File: src/verilog/uart_fmt_pkg.sv
package uart_fmt_pkg;

  // ==========================================================================
  // Register byte offsets
  localparam logic [7:0] OFS_SOURCE    = 8'h00;
  localparam logic [7:0] OFS_FORMAT    = 8'h04;
  localparam logic [7:0] OFS_CONTROL   = 8'h08;
  localparam logic [7:0] OFS_IRQ_STAT  = 8'h0C;
  localparam logic [7:0] OFS_IRQ_MASK  = 8'h10;

  // ==========================================================================
  // Line format field positions
  localparam int FMT_DIV_ACCESS = 7;
  localparam int FMT_BREAK      = 6;
  localparam int FMT_PAR_STICK  = 5;
  localparam int FMT_PAR_EVEN   = 4;
  localparam int FMT_PAR_EN     = 3;
  localparam int FMT_STOP       = 2;
  localparam int FMT_LEN_HI     = 1;
  localparam int FMT_LEN_LO     = 0;

  // Control register field positions
  localparam int CTL_FIFO_EN    = 0;
  localparam int CTL_ENHANCED   = 1;

  // ==========================================================================
  // Reset values
  localparam logic [7:0] FORMAT_RESET  = 8'h00;
  localparam logic [1:0] CONTROL_RESET = 2'h0;
  localparam logic [7:0] IRQ_RESET     = 8'h00;

  // ==========================================================================
  // Interrupt source codes, bits 5:0
  localparam logic [5:0] CODE_NONE     = 6'h01;
  localparam logic [5:0] CODE_LINE     = 6'h06;
  localparam logic [5:0] CODE_RXDATA   = 6'h04;
  localparam logic [5:0] CODE_RXTIMEO  = 6'h0C;
  localparam logic [5:0] CODE_THR      = 6'h02;
  localparam logic [5:0] CODE_MODEM    = 6'h00;
  localparam logic [5:0] CODE_XOFF     = 6'h10;
  localparam logic [5:0] CODE_FLOW     = 6'h20;
  localparam logic [1:0] FIFO_MARK     = 2'h3;

  // Stop length in half bit times
  localparam logic [2:0] STOP_ONE      = 3'h2;
  localparam logic [2:0] STOP_ONE_HALF = 3'h3;
  localparam logic [2:0] STOP_TWO      = 3'h4;

  // Data bits for word length code 00
  localparam logic [3:0] WORD_BASE     = 4'h5;

  // ==========================================================================
  // Source order doubles as priority order: lower value wins
  typedef enum logic [2:0] {
    SRC_NONE, SRC_LINE, SRC_RXDATA, SRC_RXTIMEO, SRC_THR, SRC_MODEM, SRC_XOFF, SRC_FLOW
  } src_t;

  typedef enum logic [1:0] {PAR_ODD, PAR_EVEN, PAR_ONE, PAR_ZERO} par_t;

endpackage

File: src/verilog/uart_irq_status_line_format.sv
// Added by the designer: the AHB-Lite register port and the placing of the registers.
`timescale 1ns/1ps
`default_nettype none

// ==========================================================================
// Register map
// 0x00 source status, read only
//   Bits 7:6 both high while the FIFO enable control bit is set
//   Bits 5:0 carry the code of the one source being reported
//   Code 01 means nothing pending, so bit 0 low flags a live source
//   Writes here are dropped without any response other than OKAY
// 0x04 line format, read and write, clears to zero
//   Bit 7 routes accesses to the divisor and enhanced registers
//   Bit 6 forces the serial line low for a break
//   Bits 5:3 pick parity, bit 2 the stop length, bits 1:0 the word
// 0x08 control, read and write
//   Bit 0 FIFO enable, only reflected in the source status mark
//   Bit 1 enhanced enable, gates the Xoff and flow sources
// 0x0C interrupt status, write one to clear
//   Bits 7:1 follow the sources in priority order, bit 0 unused
// 0x10 interrupt mask, same layout as the status, bit 0 reads 0
// Any other address reads zero and ignores writes

// ==========================================================================
// Bus timing
// The slave never inserts wait states: hreadyout is high from the
// first edge after reset release. An address phase is captured at the
// edge where hready, hsel and htrans bit 1 are seen together. For a
// write, the data phase value is committed at the following edge. For
// a read, the read word is built from next state at the address edge,
// so a read straight after a write already sees the new value.
// Limitation: while clk_en is low the bus is still answered as ready,
// but nothing is captured, so a master must not talk to us then.

// ==========================================================================
// Source reporting
// One source is reported at a time. It is latched once chosen and it
// stays latched while its input stays high, even if a higher source
// turns up meanwhile. Only when it drops does the scan pick again, and
// then the highest pending source wins. Servicing a source means its
// input going low; reads never service anything.
// Trade-off: latching costs one registered field but gives software a
// stable answer across several reads of the same interrupt.
// Source status and interrupt status reads already show the inputs of
// the address edge, because the read word is built from next state;
// only an Xoff or Xon pulse shows one edge later, via the Xoff flag.

// ==========================================================================
// Flow control sources
// The Xoff flag is sticky: a match pulse sets it and only a matching
// Xon pulse drops it. When both pulses meet in one cycle the set wins,
// which keeps the far side paused rather than risking an overrun.
// Both the Xoff and the flow source count only with enhanced enable;
// the flag itself still tracks pulses while the gate is closed.

// ==========================================================================
// Line format outputs
// Word length, stop length and parity are decoded here and registered,
// so the transmitter and receiver see settled values one edge after a
// write data phase. Stop length is given in half bit times so the one
// and a half case needs no fraction downstream.
// Parity code 101 gives a bit forced to one; 001 gives odd parity.
// The break forcing acts on the registered line copy, so the serial
// output lags the transmitter's bit by one clock in normal running.

// ==========================================================================
// Interrupt output
// Status bits are sticky and set while their source is high. A clear
// write and a new event in the same cycle leave the bit set, so no
// event is lost between a read and its clear. The level output is high
// while any set status bit is also unmasked.

module uart_irq_status_line_format (
  input  wire logic        hclk,
  input  wire logic        hresetn,
  input  wire logic        clk_en,
  input  wire logic        hsel,
  input  wire logic [31:0] haddr,
  input  wire logic [1:0]  htrans,
  input  wire logic        hwrite,
  input  wire logic [2:0]  hsize,
  input  wire logic [31:0] hwdata,
  input  wire logic        hready,
  output logic      [31:0] hrdata,
  output logic             hreadyout,
  output logic             hresp,
  input  wire logic        line_error,
  input  wire logic        receive_data_available,
  input  wire logic        receive_timeout,
  input  wire logic        transmit_holding_empty,
  input  wire logic        modem_change,
  input  wire logic        xoff_match,
  input  wire logic        xon_match,
  input  wire logic        flow_change,
  input  wire logic        tx_serial,
  output logic             tx_line,
  output logic             divisor_access,
  output logic [3:0]       word_bits,
  output logic [2:0]       stop_halves,
  output logic             parity_enable,
  output logic [1:0]       parity_mode,
  output logic             irq
);

  // ==========================================================================
  // State record
  typedef struct packed {
    logic                 wr_pend;
    logic [4:0]           wr_sel;
    logic [7:0]           format;
    logic [1:0]           control;
    logic [7:0]           irq_stat;
    logic [7:0]           irq_mask;
    logic                 xoff_held;
    uart_fmt_pkg::src_t   held;
    logic [31:0]          rdata;
    logic                 irq;
    logic                 tx_line;
    logic [3:0]           word_bits;
    logic [2:0]           stop_halves;
    logic                 parity_en;
    uart_fmt_pkg::par_t   parity_mode;
  } state_t;

  state_t s_ff;
  state_t nxt_s;

  // ==========================================================================
  // Helpers
  // Address decode, used by both the read and the write path
  function automatic logic [4:0] reg_hit(input logic [31:0] addr);
    logic [4:0] hit;
    hit = 5'h00;
    if (addr[31:8] == 24'h00_0000)
    begin
      hit[0] = (addr[7:0] == uart_fmt_pkg::OFS_SOURCE);
      hit[1] = (addr[7:0] == uart_fmt_pkg::OFS_FORMAT);
      hit[2] = (addr[7:0] == uart_fmt_pkg::OFS_CONTROL);
      hit[3] = (addr[7:0] == uart_fmt_pkg::OFS_IRQ_STAT);
      hit[4] = (addr[7:0] == uart_fmt_pkg::OFS_IRQ_MASK);
    end
    return hit;
  endfunction

  // Source to its printed code
  function automatic logic [5:0] src_code(input uart_fmt_pkg::src_t src);
    logic [5:0] code;
    code = uart_fmt_pkg::CODE_NONE;
    case (src)
      uart_fmt_pkg::SRC_LINE:    code = uart_fmt_pkg::CODE_LINE;
      uart_fmt_pkg::SRC_RXDATA:  code = uart_fmt_pkg::CODE_RXDATA;
      uart_fmt_pkg::SRC_RXTIMEO: code = uart_fmt_pkg::CODE_RXTIMEO;
      uart_fmt_pkg::SRC_THR:     code = uart_fmt_pkg::CODE_THR;
      uart_fmt_pkg::SRC_MODEM:   code = uart_fmt_pkg::CODE_MODEM;
      uart_fmt_pkg::SRC_XOFF:    code = uart_fmt_pkg::CODE_XOFF;
      uart_fmt_pkg::SRC_FLOW:    code = uart_fmt_pkg::CODE_FLOW;
      default:                   code = uart_fmt_pkg::CODE_NONE;
    endcase
    return code;
  endfunction

  // ==========================================================================
  // Next-state logic
  logic [7:0]         pend;
  logic [4:0]         a_hit;
  logic               a_take;
  logic [7:0]         clr;
  uart_fmt_pkg::src_t best;
  logic [7:0]         src_rd;
  logic [7:0]         fmt;

  always_comb
  begin
    nxt_s = s_ff;
    clr   = 8'h00;
    best  = uart_fmt_pkg::SRC_NONE;

    // Write data phase commits the address captured one cycle earlier
    if (s_ff.wr_pend)
    begin
      if (s_ff.wr_sel[1])
        nxt_s.format = hwdata[7:0];
      if (s_ff.wr_sel[2])
        nxt_s.control = hwdata[1:0];
      if (s_ff.wr_sel[3])
        clr = hwdata[7:0];
      if (s_ff.wr_sel[4])
        nxt_s.irq_mask = {1'b0, hwdata[7:1]} << 1;
    end

    // Xoff flag: sticky, only a matching Xon drops it; a new match wins
    if (xoff_match)
      nxt_s.xoff_held = 1'b1;
    else if (xon_match)
      nxt_s.xoff_held = 1'b0;

    // Pending vector indexed by source; bit 0 never used
    pend    = 8'h00;
    pend[1] = line_error;
    pend[2] = receive_data_available;
    pend[3] = receive_timeout;
    pend[4] = transmit_holding_empty;
    pend[5] = modem_change;
    pend[6] = s_ff.xoff_held & s_ff.control[uart_fmt_pkg::CTL_ENHANCED];
    pend[7] = flow_change & s_ff.control[uart_fmt_pkg::CTL_ENHANCED];

    // Lowest source value wins, so scan from the top down and let the last hit stand
    for (int i = 7; i >= 1; i--)
    begin
      if (pend[i])
        best = uart_fmt_pkg::src_t'(3'(i));
    end

    // Keep the reported source while it is still unserviced
    if (s_ff.held != uart_fmt_pkg::SRC_NONE && pend[s_ff.held])
      nxt_s.held = s_ff.held;
    else
      nxt_s.held = best;

    // Sticky event bits; a new event beats a clear in the same cycle
    nxt_s.irq_stat = (s_ff.irq_stat & ~clr) | pend;
    nxt_s.irq      = |(nxt_s.irq_stat & nxt_s.irq_mask);

    // Read value is built from next state so a write just before is seen
    src_rd = {(nxt_s.control[uart_fmt_pkg::CTL_FIFO_EN] ?
               uart_fmt_pkg::FIFO_MARK : 2'h0),
              src_code(nxt_s.held)};
    a_take = hready & hsel & htrans[1];
    a_hit  = reg_hit(haddr);
    nxt_s.wr_pend = a_take & hwrite;
    nxt_s.wr_sel  = a_hit;
    if (a_take & ~hwrite)
    begin
      nxt_s.rdata = 32'h0000_0000;
      case (1'b1)
        a_hit[0]: nxt_s.rdata = {24'h00_0000, src_rd};
        a_hit[1]: nxt_s.rdata = {24'h00_0000, nxt_s.format};
        a_hit[2]: nxt_s.rdata = {30'h0000_0000, nxt_s.control};
        a_hit[3]: nxt_s.rdata = {24'h00_0000, nxt_s.irq_stat};
        a_hit[4]: nxt_s.rdata = {24'h00_0000, nxt_s.irq_mask};
        default:  nxt_s.rdata = 32'h0000_0000;
      endcase
    end

    // Line format decode, registered so the outputs come from flops
    fmt = nxt_s.format;
    nxt_s.tx_line   = fmt[uart_fmt_pkg::FMT_BREAK] ? 1'b0 : tx_serial;
    nxt_s.word_bits = uart_fmt_pkg::WORD_BASE +
                      {2'h0, fmt[uart_fmt_pkg::FMT_LEN_HI:uart_fmt_pkg::FMT_LEN_LO]};
    if (!fmt[uart_fmt_pkg::FMT_STOP])
      nxt_s.stop_halves = uart_fmt_pkg::STOP_ONE;
    else if (fmt[uart_fmt_pkg::FMT_LEN_HI:uart_fmt_pkg::FMT_LEN_LO] == 2'h0)
      nxt_s.stop_halves = uart_fmt_pkg::STOP_ONE_HALF;
    else
      nxt_s.stop_halves = uart_fmt_pkg::STOP_TWO;
    nxt_s.parity_en = fmt[uart_fmt_pkg::FMT_PAR_EN];
    case ({fmt[uart_fmt_pkg::FMT_PAR_STICK], fmt[uart_fmt_pkg::FMT_PAR_EVEN]})
      2'h1:    nxt_s.parity_mode = uart_fmt_pkg::PAR_EVEN;
      2'h2:    nxt_s.parity_mode = uart_fmt_pkg::PAR_ONE;
      2'h3:    nxt_s.parity_mode = uart_fmt_pkg::PAR_ZERO;
      default: nxt_s.parity_mode = uart_fmt_pkg::PAR_ODD;
    endcase
  end

  // ==========================================================================
  // State register; clock enable low freezes everything
  always_ff @(posedge hclk or negedge hresetn)
  begin
    if (!hresetn)
    begin
      s_ff.wr_pend     <= 1'b0;
      s_ff.wr_sel      <= 5'h00;
      s_ff.format      <= uart_fmt_pkg::FORMAT_RESET;
      s_ff.control     <= uart_fmt_pkg::CONTROL_RESET;
      s_ff.irq_stat    <= uart_fmt_pkg::IRQ_RESET;
      s_ff.irq_mask    <= uart_fmt_pkg::IRQ_RESET;
      s_ff.xoff_held   <= 1'b0;
      s_ff.held        <= uart_fmt_pkg::SRC_NONE;
      s_ff.rdata       <= 32'h0000_0000;
      s_ff.irq         <= 1'b0;
      s_ff.tx_line     <= 1'b1;
      s_ff.word_bits   <= uart_fmt_pkg::WORD_BASE;
      s_ff.stop_halves <= uart_fmt_pkg::STOP_ONE;
      s_ff.parity_en   <= 1'b0;
      s_ff.parity_mode <= uart_fmt_pkg::PAR_ODD;
    end
    else if (clk_en)
    begin
      s_ff <= nxt_s;
    end
  end

  // ==========================================================================
  // Outputs straight from the state register; hreadyout has its own flop, hresp is tied low
  logic hready_ff;

  // Zero wait states: the slave never stalls the bus
  always_ff @(posedge hclk or negedge hresetn)
  begin
    if (!hresetn)
      hready_ff <= 1'b0;
    else
      hready_ff <= 1'b1;
  end

  assign hrdata         = s_ff.rdata;
  assign hreadyout      = hready_ff;
  assign hresp          = 1'b0;
  assign tx_line        = s_ff.tx_line;
  assign divisor_access = s_ff.format[uart_fmt_pkg::FMT_DIV_ACCESS];
  assign word_bits      = s_ff.word_bits;
  assign stop_halves    = s_ff.stop_halves;
  assign parity_enable  = s_ff.parity_en;
  assign parity_mode    = s_ff.parity_mode;
  assign irq            = s_ff.irq;

endmodule

`default_nettype wire

File: config.mk
export PLATFORM = sky130hd
export DESIGN_NAME = uart_irq_status_line_format
export DESIGN_NICKNAME = d
export VERILOG_FILES = /design/src/verilog/uart_fmt_pkg.sv /design/src/verilog/uart_irq_status_line_format.sv
export SDC_FILE = /design/constraint.sdc
export NUM_CORES = 1
export LEC_CHECK = 0
export BUFFER_PORTS_ARGS = -buffer_cell sky130_fd_sc_hd__clkbuf_2
export CAP_MARGIN = 10
export CORE_MARGIN = 5
export CORE_UTILIZATION = 49
export DETAILED_ROUTE_END_ITERATION = 16
export GPL_TIMING_DRIVEN = 0
export PLACE_DENSITY = 0.79
export SLEW_MARGIN = 20
export SYNTH_ARGS = -nofsm -noshare
export SYNTH_HDL_FRONTEND = slang
export SYNTH_SLANG_ARGS = --single-unit
File: constraint.sdc
create_clock -name hclk -period 2.4 [get_ports hclk]
set_clock_uncertainty 0.15 [all_clocks]
set_input_delay 0.24 -clock hclk [delete_from_list [all_inputs] [get_ports hclk]]
set_output_delay 0.24 -clock hclk [all_outputs]
set_load 0.1 [all_outputs]
# Yosys cells after proc, flatten, opt, wreduce, memory -nomap -nowiden
# Index checks and enable logic that the tools add are counted.
totals:
  in_bits: 84
  register_bits: 81
  elab_cells: 83
classes:
  n_reduce_logical: 9
  muxes: 31
  bitwise: 11
  order_cmp: 1
  addsub: 1
  eq_ne: 14
op_table:
  columns: ["op", "n"]
  rows:
  - ["2-to-1 mux 8 bit", 10]
  - ["case mux 6 bit (7 select lines)", 1]
  - ["2-to-1 mux 3 bit", 10]
  - ["logical NOT 24 bit", 1]
  - ["AND 8 bit", 2]
  - ["equality test 8 x 4 -> 1 bit (second input constant)", 2]
  - ["equality test 3 bit (second input constant)", 4]
  - ["2-to-1 mux 10 bit", 1]
  - ["equality test 8 x 3 -> 1 bit (second input constant)", 1]
  - ["equality test 8 x 5 -> 1 bit (second input constant)", 1]
  - ["logical NOT 8 bit", 1]
  - ["inverter 8 bit", 1]
  - ["bitwise OR 8 bit", 1]
  - ["OR reduction 8 bit", 1]
  - ["AND 1 bit", 6]
  - ["equality test 3 x 2 -> 1 bit (second input constant)", 2]
  - ["case mux 2 bit (3 select lines)", 1]
  - ["2-to-1 mux 5 bit", 1]
  - ["adder 3 x 2 -> 4 bit (first input constant)", 1]
  - ["equality test 2 bit (second input constant)", 2]
  - ["< comparator 3 x 4 -> 1 bit (second input constant)", 1]
  - ["2-to-1 mux 1 bit", 4]
  - ["2-to-1 mux 2 bit", 2]
  - ["AND reduction 2 bit", 2]
  - ["8 further kinds", 8]

# Longest topological paths before layout
# Gate-level depths: netlist (run 1).
depth:
  ltp_word: 12
  depth_mapped: 8
  depth_no_buf: 7

# Worst setup path before layout (run 1)
# No wires, ideal clock.
synth_timing:
  path_type: "register to register"
  start: "register s_ff[44] (netlist name)"
  end: "register s_ff, in the netlist hrdata[4]"
  setup_ns: 0.104
  arrival_ns: 1.611
  setup_slack_ns: 0.535
  required_time_ns: 2.146
  path_stages_with_launch: 7
  n_path_buf: 1
  synth_period_minus_slack_ns: 1.865
  cell_sequence: "dfrtp_1 -> buf_6 -> mux2i_1 -> o22ai_2 -> mux2i_4 -> mux2_4 -> o41ai_2"
synth_between:
  elab_chain_cells: 7
  elab_cells_between_ends: 14
synth_rtl:
  columns: ["element", "line_no", "text"]
  rows:
  - ["start, declared", "uart_irq_status_line_format.sv:125", "state_t s_ff;"]
  - ["start signal, assigned", "uart_irq_status_line_format.sv:289", "s_ff <= nxt_s;"]
  - ["binary-select mux 1 bit (select 3 bit)", "uart_irq_status_line_format.sv:215", "if (s_ff.held != uart_fmt_pkg::SRC_NONE && pend[s_ff.held])"]
  - ["2-to-1 mux 1 bit (implied by the code)", "uart_irq_status_line_format.sv:215", null]
  - ["logical AND 1 bit", "uart_irq_status_line_format.sv:215", null]
  - ["2-to-1 mux 3 bit *", "uart_irq_status_line_format.sv:215", null]
  - ["equality test 3 bit, or another cell as far along", "uart_irq_status_line_format.sv:149", "case (src)"]
  - ["case mux 6 bit (7 select lines) *", "uart_irq_status_line_format.sv:149", null]
  - ["2-to-1 mux 8 bit *", "uart_irq_status_line_format.sv:235", "case (1'b1)"]
# Every way passes the cells marked *; elsewhere a longest branch is shown, timed or not. The select of a mux whose other input is x is not followed.
# A chain may end at the register's enable or synchronous reset.

# Final worst setup path (run 1)
layout_timing:
  start: "register s_ff[79] (netlist name)"
  end: "register, netlist name irq"
layout_between:
  elab_chain_cells: 6
  elab_cells_between_ends: 7
layout_rtl:
  columns: ["element", "line_no", "text"]
  rows:
  - ["2-to-1 mux 8 bit", "uart_irq_status_line_format.sv:179", "if (s_ff.wr_pend)"]
  - ["inverter 8 bit", "uart_irq_status_line_format.sv:221", "nxt_s.irq_stat = (s_ff.irq_stat & ~clr) | pend;"]
  - ["AND 8 bit", "uart_irq_status_line_format.sv:221", null]
  - ["bitwise OR 8 bit", "uart_irq_status_line_format.sv:221", null]
  - ["AND 8 bit *", "uart_irq_status_line_format.sv:222", "nxt_s.irq = |(nxt_s.irq_stat & nxt_s.irq_mask);"]
  - ["OR reduction 8 bit *", "uart_irq_status_line_format.sv:222", null]
# Every way passes the cells marked *; elsewhere a longest branch is shown, timed or not.

==> results of run 1 <==
[repair_timing]
action                    CTS  global route
hold endpoints to repair   52             0
hold buffers                3             0
resized for setup           0             0
[worst max path at each step]
stage	to	cells past startpoint
2_1_floorplan	hrdata[4]	6
3_3_place_gp	irq	5
3_5_place_dp	s_ff[59]	5
4_1_cts	irq	7
5_1_grt	irq	7
6_report	irq	6
[cell families (layout without fill, tap and decap cells)]
logic type | after synthesis | count (layout) | share of synthesized area [%]
simple gates | 98 | 98 | 14.7
compound gates | 81 | 81 | 15.3
flops | 54 | 54 | 41.0
fa+ha+maj | 2 | 2 | 0.756
mux | 43 | 43 | 14.3
xor+xnor | 1 | 1 | 0.265
buf+inv | 73 | 160 | 13.5
other cells | 2 | 26 | 0.227
[power by group through the flow]
stage / logic (uW) / clock network [uW] / registers (uW)
3_3_place_gp: 1140 / 0 / 1070
5_1_grt: 1220 / 657 / 1070
2_1_floorplan: 905 / 0 / 1110
3_5_place_dp: 1150 / 0 / 1070
6_report: 1160 / 621 / 1060
4_1_cts: 1160 / 625 / 1060
[cell usage in the layout, fill, tap and decap left out, types with 2 or more instances in the layout]
cell           netlist  final
nor2_1              28     28
ha_1                 2      2
buf_4               43     43
o211ai_1             3      3
conb_1               2     26
clkbuf_8             0      5
clkbuf_2             0     75
mux2i_1             21     21
mux2_1              19     19
o21ai_1             11     11
o2111ai_1            2      2
o31ai_1              2      2
buf_2                3      3
nand2b_1             3      3
clkinv_2             0      2
o22ai_1             13     13
nand3_1             18     18
clkbuf_1            10     10
inv_2                2      2
o21ai_0              3      3
a21o_1               2      2
nor4_1               8      8
dlygate4sd3_1        0      3
nand4_1              6      6
a21oi_1             31     31
dfstp_2              4      4
a22oi_1              4      4
inv_1               13     13
dfrtp_1             50     50
o21a_1               2      2
nor2b_1              2      2
nor3_1               5      5
nand2_1             20     20
[routing by layer]
layer / share of wire (%) / up-vias / routed length (microns) / GRT usage [%]
met5: 0 / - / 0 / 0
met1: 41 / 1423 / 3650 / 28.0
met3: 8.8 / 17 / 774 / 4.84
met2: 48 / 159 / 4240 / 34.6
li1: - / 1408 / - / -
met4: 1.9 / 0 / 168 / 7.43
[worst min-delay path: stages]
cell and delay (ns):
clkbuf_2 0.10, nand2_1 0.06, o22ai_1 0.06
[registers in the layout, indices dropped and copies added, names as in the netlist]
signal and count:
word_bits 4, irq 1, s_ff 33, parity_mode 2, tx_line 1, hreadyout 1
hrdata 8, stop_halves 3, divisor_access 1
[stage by stage]
| stage | cell area (sq um) | hold WS, ns | total power [uW] | setup slack [ns] | instances |
|---|---|---|---|---|---|
| 2_1_floorplan | 3400 | -0.206 | 2020 | 0.535 | 378 |
| 3_3_place_gp | 3880 | 0.297 | 2210 | 0.159 | 534 |
| 3_5_place_dp | 3880 | 0.224 | 2230 | 0.159 | 534 |
| 4_1_cts | 4020 | 0.0169 | 2840 | 0.306 | 545 |
| 5_1_grt | 4020 | 0.0387 | 2950 | 0.136 | 545 |
| 6_report | 4020 | 0.0173 | 2840 | 0.259 | 545 |
[area by class of cell]
cell class	count	area, sq um	area share (%)
Timing Repair Buffer	79	413	10.3
Tap cell	80	100	2.49
Multi-Input combinational cell	251	1600	39.7
Sequential cell	54	1360	33.7
Clock buffer	5	68.8	1.71
Buffer	58	390	9.71
Inverter	15	56.3	1.40
Clock inverter	3	40.0	0.996
==> flow_summary.toml, run 1 <==
[die]
io_pins = 131
die_width_microns = 92.2
fp.dieH_microns = 92.2
rows = 30
core-area_sq_um = 6680
start_util_pct = 49.5
die_area_sq_um = 8500

[routing]
drt_iter0_markers = 266
viasPerCell = 5.52
dr.pass1.iters = 5
routed_wl_microns = 8840
drtAntennaViolNets = 0
drc = 0
vias = 3007
wire_per_inst_microns = 16.2

[cts]
cts-root-buf = "clkbuf_8"
htree_levels = 2
cts_tree = "built"
clock_path_buffers = 2
cts_sinks = 54
cts_post_setup_buffers_inserted = 0
numCtsBuffers = 5
clk_pin_slew_ns = 0.10
clock_latency_ns = 0.32

[critical_path]
slowest_stage = "dfrtp_1"
crit_type = "flip-flop to flip-flop"
cp-start-kind = "flip-flop"
cp-end-kind = "flip-flop"
cp.arrival_ns = 2.17
crit_path_start = "s_ff[79]"
rr_endpoint = "irq"
slowest_delay_ns = 0.38
path_buf_inv = 1
cp.required_ns = 2.43
crit_fanout = 8
reg2regPathDepth = 6
cp_top_family = "simple AND/OR/NAND/NOR gates"
reg2reg_from = "s_ff[79]"
crit_chain = "buf_2 -> nand2_1 -> mux2i_1 -> o22ai_1 -> nor4_1 -> a21oi_1"
rrSetupSlack_ns = 0.26

[worst_hold_path]
hp-start = "hwrite"
min_to = "s_ff[79]"
holdPathStages = 3
holdCritPathClass = "input port to flip-flop"

[power]
p_per_area_nw_per_um2 = 706
vdd_ir_drop_max_v = 0.000473
leakagePower_uw = 0.00206
combPwrFrac_pct = 40.9
power.internal_uw = 1630
seqPwrFrac_pct = 37.2
p_sw_share_pct = 42.4
netSwitchingPower_uw = 1200
clock_power_share_pct = 21.9

[final_layout]
drive_gt1_share_pct = 31.2
syn_to_final_growth_pct = 21.5
fillers = 618
antennaDiodeCount = 0
nets = 550
final_util_pct = 60.2

[run_status]
status = "completed"

[global_routing]
grt_pass1_vias = 2920
grt_max_degree = 55
globalRouteOverflowTotal = 0
antenna_found_initial = 0
grt_usage_pct = 21.3
grt_pass1_wl_microns = 14400

[synth]
yosys.cell_count.top_type = "dfrtp_1"
synth_cells = 354
yosys.area.top_type = "dfrtp_1"
synth_edf_count = 0
netlist.area_leader.share_pct = 37.8
ys_top_cells_by_area = "dfrtp_1 38%, buf_4 9.8%, mux2_1 6.5%"
ys_warn_count = 0
async_reset_ff_share_pct = 100
synth_commonest_cells = "50 x dfrtp_1, 43 x buf_4, 31 x a21oi_1"
avgSynthCellArea_sq_um = 9.35
yosysSeqAreaShare_pct = 41.0
ys.flop_type = "dfrtp_1"
ys_ff_latch = 54
syn-cell-area_sq_um = 3310
yosysUniqueCellTypes = 51

[sta]
finalSetupViolCount = 0
period_needed_ns = 2.14
rsz0062_at_grt = "no"
tns_ns = 0
slew_viol_final = 0
fin_crit_sh_pct = 89.2
slew_headroom_pct = 50.1
finalHoldViolations = 0
tightest_slew_ns = 0.748
max_freq_mhz = 467

[place]
portBuffers = 76
gp_congestion = 0.922
dp_hpwl_microns = 6740

[job]
cap_violations = 0
Power figures use the tool's default switching activity.
==> inputs of run 2 (changes only) <==
Settings changed: ABC_AREA from default to 1, BUFFER_PORTS_ARGS -buffer_cell sky130_fd_sc_hd__clkbuf_2 to default, CORE_UTILIZATION 49 to 58, DONT_BUFFER_PORTS from default to 1, HOLD_SLACK_MARGIN from default to 0.05, PLACE_DENSITY 0.79 to 0.72.
==> flow_summary.toml, run 2 <==
[critical_path]
cp.arrival_ns = 2.27
cp-start-kind = "flip-flop"
critPathCapture = "stop_halves[2]"
rr_endpoint = "stop_halves[2]"
cp_top_family = "compound AO/OA/AOI/OAI gates"
cp.required_ns = 2.46
crit_path_start = "s_ff[79]"
reg2reg_from = "s_ff[79]"
slowest_delay_ns = 0.59
crit_type = "flip-flop to flip-flop"
crit_fanout = 7
slowest_stage = "o21ai_0"
cp-end-kind = "flip-flop"
reg2regPathDepth = 6
crit_cells = 6
rrSetupSlack_ns = 0.19
crit_chain = "nand2_1 -> o21ai_0 -> ha_1 -> inv_1 -> a21oi_1 -> nor2_1"
path_buf_inv = 1

[sta]
hold_slack_ns = 0.0707
finalSetupViolCount = 0
tns_ns = 0
period_needed_ns = 2.21
rsz0062_at_grt = "no"
slew_headroom_pct = 38.8
tightest_slew_ns = 0.919
slew_viol_final = 0
finalHoldViolations = 0
max_freq_mhz = 452
fin_crit_sh_pct = 92.2

[die]
die_area_sq_um = 7610
core-area_sq_um = 5850
fp.dieH_microns = 87.2
io_pins = 131
rows = 28
die_width_microns = 87.2
start_util_pct = 59.1

[final_layout]
nets = 616
layout_common_cells = "131 x nand2_1, 53 x inv_1, 50 x dfrtp_1, 48 x o21ai_0, 43 x buf_4"
final_common_cell = "nand2_1"
drive_gt1_share_pct = 16.8
largest_reg_flops = 33
antennaDiodeCount = 0
final_util_pct = 67.6
syn_to_final_growth_pct = 14.3
top_register = "s_ff"
fillers = 514

[synth]
ys_warn_count = 0
synthAdderAreaFrac_pct = 0.723
syn-cell-area_sq_um = 3460
synth-compound-area-share_pct = 12.9
synth_top_family_by_area = "simple AND/OR/NAND/NOR gates"
ys_ff_latch = 54
netlist.area_leader.share_pct = 36.2
synth.mux.area_fraction_pct = 0
yosysSeqAreaShare_pct = 39.2
yosys.area.top_type = "dfrtp_1"
ys.flop_type = "dfrtp_1"
async_reset_ff_share_pct = 100
synthXorXnorAreaFrac_pct = 0
yosys.area_share.simple_pct = 29.5
avgSynthCellArea_sq_um = 7.19
yosysUniqueCellTypes = 34
synth_edf_count = 0
ys_top_cells_by_area = "dfrtp_1 36%, nand2_1 14%, buf_4 9.3%"
synth_cells = 481
synth_commonest_cells = "131 x nand2_1, 53 x inv_1, 50 x dfrtp_1"
yosys.cell_count.top_type = "nand2_1"

[power]
clock_power_share_pct = 22.7
leakagePower_uw = 0.00203
power.internal_uw = 1560
combPwrFrac_pct = 36.5
p_per_area_nw_per_um2 = 710
netSwitchingPower_uw = 1240
vdd_ir_drop_max_v = 0.000476
seqPwrFrac_pct = 40.9
p_sw_share_pct = 44.3

[job]
cap_violations = 0

[global_routing]
antenna_found_initial = 0
grt_usage_pct = 25.7
grt_max_degree = 55
grt_pass1_vias = 3074
globalRouteOverflowTotal = 0
grt_pass1_wl_microns = 15000

[cts]
cts_tree = "built"
numCtsBuffers = 5
clk_pin_slew_ns = 0.10
cts_sinks = 54
htree_levels = 2
clock_path_buffers = 2
cts_post_setup_buffers_inserted = 0
clock_latency_ns = 0.32
cts-root-buf = "clkbuf_8"

[routing]
wire_per_inst_microns = 15.3
routed_wl_microns = 9260
vias = 3192
drt_iter0_markers = 213
drtAntennaViolNets = 0
dr.pass1.iters = 5
viasPerCell = 5.27
drc = 0

[place]
portBuffers = 0
gp_congestion = 0.948
dp_hpwl_microns = 6990

[worst_hold_path]
holdPathStages = 3
holdCritPathClass = "input port to flip-flop"

[run_status]
status = "completed"
## run 2: cell families (layout without fill, tap and decap cells)
| logic type | Yosys count | count (layout) |
|---|---|---|
| fa+ha+maj | 2 | 2 |
| flops | 54 | 54 |
| other cells | 2 | 26 |
| buf+inv | 112 | 138 |
| compound gates | 82 | 82 |
| simple gates | 229 | 229 |
## run 2: layout make-up
| cell class | count | area, sq um | area share [%] |
|---|---|---|---|
| inverters | 57 | 215 | 5.44 |
| well taps | 75 | 93.8 | 2.37 |
| plain buffers | 55 | 387 | 9.78 |
| clock buffers | 5 | 68.8 | 1.74 |
| multi-input cells | 339 | 1590 | 40.2 |
| clock inverters | 3 | 45.0 | 1.14 |
| flip-flops and latches | 54 | 1360 | 34.3 |
| repair buffers | 18 | 198 | 5.00 |
## run 2: how the worst min path moves through the flow
stage / startpoint / endpoint / slack [ns]
global route: haddr[3] / s_ff[78] / 0.09
detailed placement: hresetn / word_bits[3] / -0.20
finish: haddr[3] / s_ff[78] / 0.07
CTS: haddr[3] / s_ff[78] / 0.06
global placement: hresetn / word_bits[1] / -0.20
floorplan: hresetn / divisor_access / -0.21
## run 2: worst reg2reg max path, cell delays in order (launching register included)
cell and delay (ns):
dfrtp_1 0.50, nand2_1 0.23, o21ai_0 0.59, ha_1 0.25
inv_1 0.05, a21oi_1 0.27, nor2_1 0.07
## run 2: metrics by stage
step / total power, uW / instances / area, sq um / setup WS, ns
2_1_floorplan: 2030 / 505 / 3550 / 0.807
3_3_place_gp: 2110 / 580 / 3640 / 0.269
3_5_place_dp: 2130 / 580 / 3640 / 0.278
4_1_cts: 2810 / 606 / 3960 / 0.261
5_1_grt: 2920 / 606 / 3960 / 0.00510
6_report: 2810 / 606 / 3960 / 0.187
## run 2: per-layer routing
metal  global-route usage, %  part of all wire (%)  vias up
met1                    33.8                    42     1465
met3                    6.15                   9.7       16
li1                        -                     -     1564
met4                    8.79                   2.3        0
met5                       0                     0        -
met2                    41.5                    46      147
## run 2: timing repair
item	in CTS	in global routing
endpoints found under the hold margin	72	0
gates resized for setup	0	0
hold buffers	18	0
## run 2: power groups by stage
stage | Combinational [uW] | Clock, uW | Sequential, uW
finish | 1020 | 637 | 1150
global route | 1100 | 665 | 1160
CTS | 1020 | 642 | 1150
detailed placement | 968 | 0 | 1160
global placement | 953 | 0 | 1160
floorplan | 887 | 0 | 1140
==> inputs of run 3 (changes only) <==
--- a/config.mk
+++ b/config.mk
@@ -15,5 +15,6 @@
 export HOLD_SLACK_MARGIN = 0.05
 export PLACE_DENSITY = 0.72
-export SLEW_MARGIN = 20
+export SKIP_CTS_REPAIR_TIMING = 1
+export SLEW_MARGIN = 0
 export SYNTH_ARGS = -nofsm -noshare
 export SYNTH_HDL_FRONTEND = slang
==> constraint.sdc (replaced) <==
create_clock -name hclk -period 2.4 [get_ports hclk]
set_clock_uncertainty 0.15 [all_clocks]
set_input_delay 0.12 -clock hclk [delete_from_list [all_inputs] [get_ports hclk]]
set_output_delay 0.12 -clock hclk [all_outputs]
set_load 0.1 [all_outputs]
==> flow_summary.toml, run 3 (synthesis gave the netlist of run 2 again) <==
[final_layout]
largest_reg_flops = 33
post-route-cell-area_sq_um = 4000
syn_to_final_growth_pct = 15.5
layout_common_cells = "131 x nand2_1, 53 x inv_1, 50 x dfrtp_1, 48 x o21ai_0, 43 x buf_4"
nets = 620
final_common_cell = "nand2_1"
antennaDiodeCount = 0
top_register = "s_ff"
drive_gt1_share_pct = 16.6
fin_cells = 610

[sta]
max_freq_mhz = 442
finalSetupViolCount = 0
period_needed_ns = 2.26
slew_headroom_pct = 38.7
tns_ns = 0
fin_crit_sh_pct = 94.3
finalHoldViolations = 0
hold_slack_ns = 0.0302
tightest_slew_ns = 0.919
rsz0062_at_grt = "no"
slew_viol_final = 0

[global_routing]
grt_pass1_vias = 2972
globalRouteOverflowTotal = 0
antenna_found_initial = 0
grt_pass1_wl_microns = 14400
grt_max_degree = 55
grt_usage_pct = 24.7

[critical_path]
slowest_stage = "o21ai_0"
cp-start-kind = "flip-flop"
cp.arrival_ns = 2.32
reg2reg_from = "s_ff[79]"
slowest_delay_ns = 0.64
path_buf_inv = 1
cp.required_ns = 2.46
crit_path_start = "s_ff[79]"
crit_type = "flip-flop to flip-flop"
cp_top_family = "compound AO/OA/AOI/OAI gates"
cp-end-kind = "flip-flop"
crit_fanout = 7
crit_chain = "nand2_1 -> o21ai_0 -> ha_1 -> inv_1 -> a21oi_1 -> nor2_1"

[routing]
vias = 3186
met2_length_microns = 4230
dr.pass1.iters = 5
drc = 0
top_layer = "met4"
wl_met3_microns = 952
routed_wl_microns = 9200
viasPerCell = 5.22
wire_per_inst_microns = 15.1
m1WireLength_microns = 3840
drt_iter0_markers = 205
drtAntennaViolNets = 0

[run_status]
status = "completed"

[die]
core-area_sq_um = 5850
rows = 28
start_util_pct = 59.1
die_area_sq_um = 7610
die_width_microns = 87.2
fp.dieH_microns = 87.2
io_pins = 131

[place]
portBuffers = 0
place_inst = 580
gp_congestion = 0.948
dp_hpwl_microns = 6990
dpl_cell_area_sq_um = 3640

[cts]
numCtsBuffers = 5
cts_sinks = 54
cts_tree = "built"
clock_path_buffers = 2
htree_levels = 2
cts-root-buf = "clkbuf_8"
clock_latency_ns = 0.32
clk_pin_slew_ns = 0.10

[worst_hold_path]
holdCritPathClass = "input port to flip-flop"
hp-start = "line_error"

[power]
netSwitchingPower_uw = 1240
clock_power_share_pct = 22.5
vdd_ir_drop_max_v = 0.000549
p_sw_share_pct = 44.2
total_power_uw = 2810
seqPwrFrac_pct = 40.9
p_per_area_nw_per_um2 = 703
combPwrFrac_pct = 36.6
leakagePower_uw = 0.00205
power.internal_uw = 1570

[job]
cap_violations = 0
[run 3: cell count changes in the layout (fill, tap and decap cells not counted), sizes merged]
cell	change
dlygate4sd3	+4
[run 3: tightest hold or removal path: stages]
cell and delay [ns]:
inv_1 0.06, nand3_2 0.08, nand2_2 0.07, nand2_1 0.06, o21ai_0 0.06
[run 3: routing by layer]
metal	global-route usage, %	vias to the layer above
li1	-	1572
met5	0	-
met1	32.3	1452
met2	39.8	151
met4	8.23	0
met3	6.43	11
[run 3: final cells by class]
type,count,area (sq um)
buffer,55,387
timing repair buffer,22,238
sequential,54,1360
clock buffer,5,68.8
multi-input combinational,339,1590
clock inverter,3,45.0
tap,75,93.8
inverter,57,215
fill,523,1860
[run 3: per-stage QoR]
stage | utilization, % | setup slack (ns)
2_1_floorplan | - | 0.807
3_3_place_gp | 62.3 | 0.269
3_5_place_dp | 62.3 | 0.278
4_1_cts | 64.2 | 0.261
5_1_grt | 68.3 | 0.0202
6_report | 68.3 | 0.136
[run 3: final timing paths]
path                                  end  slack (ns)  cells past startpoint
setup / recovery           stop_halves[2]        0.14                      6
hold / removal                   s_ff[45]        0.03                      5
setup reg to reg           stop_halves[2]        0.14                      6
hold reg to reg                  s_ff[48]        0.34                      2
max in group asynchronous         tx_line        1.65                      2
min in group asynchronous    word_bits[1]        0.16                      2
[run 3: power groups by stage]
stage | Combinational, uW | Sequential, uW | Clock (uW)
after CTS | 970 | 1150 | 642
after detailed placement | 968 | 1160 | 0
after global placement | 953 | 1160 | 0
after global routing | 1100 | 1160 | 665
final | 1030 | 1150 | 633
after floorplan | 887 | 1140 | 0
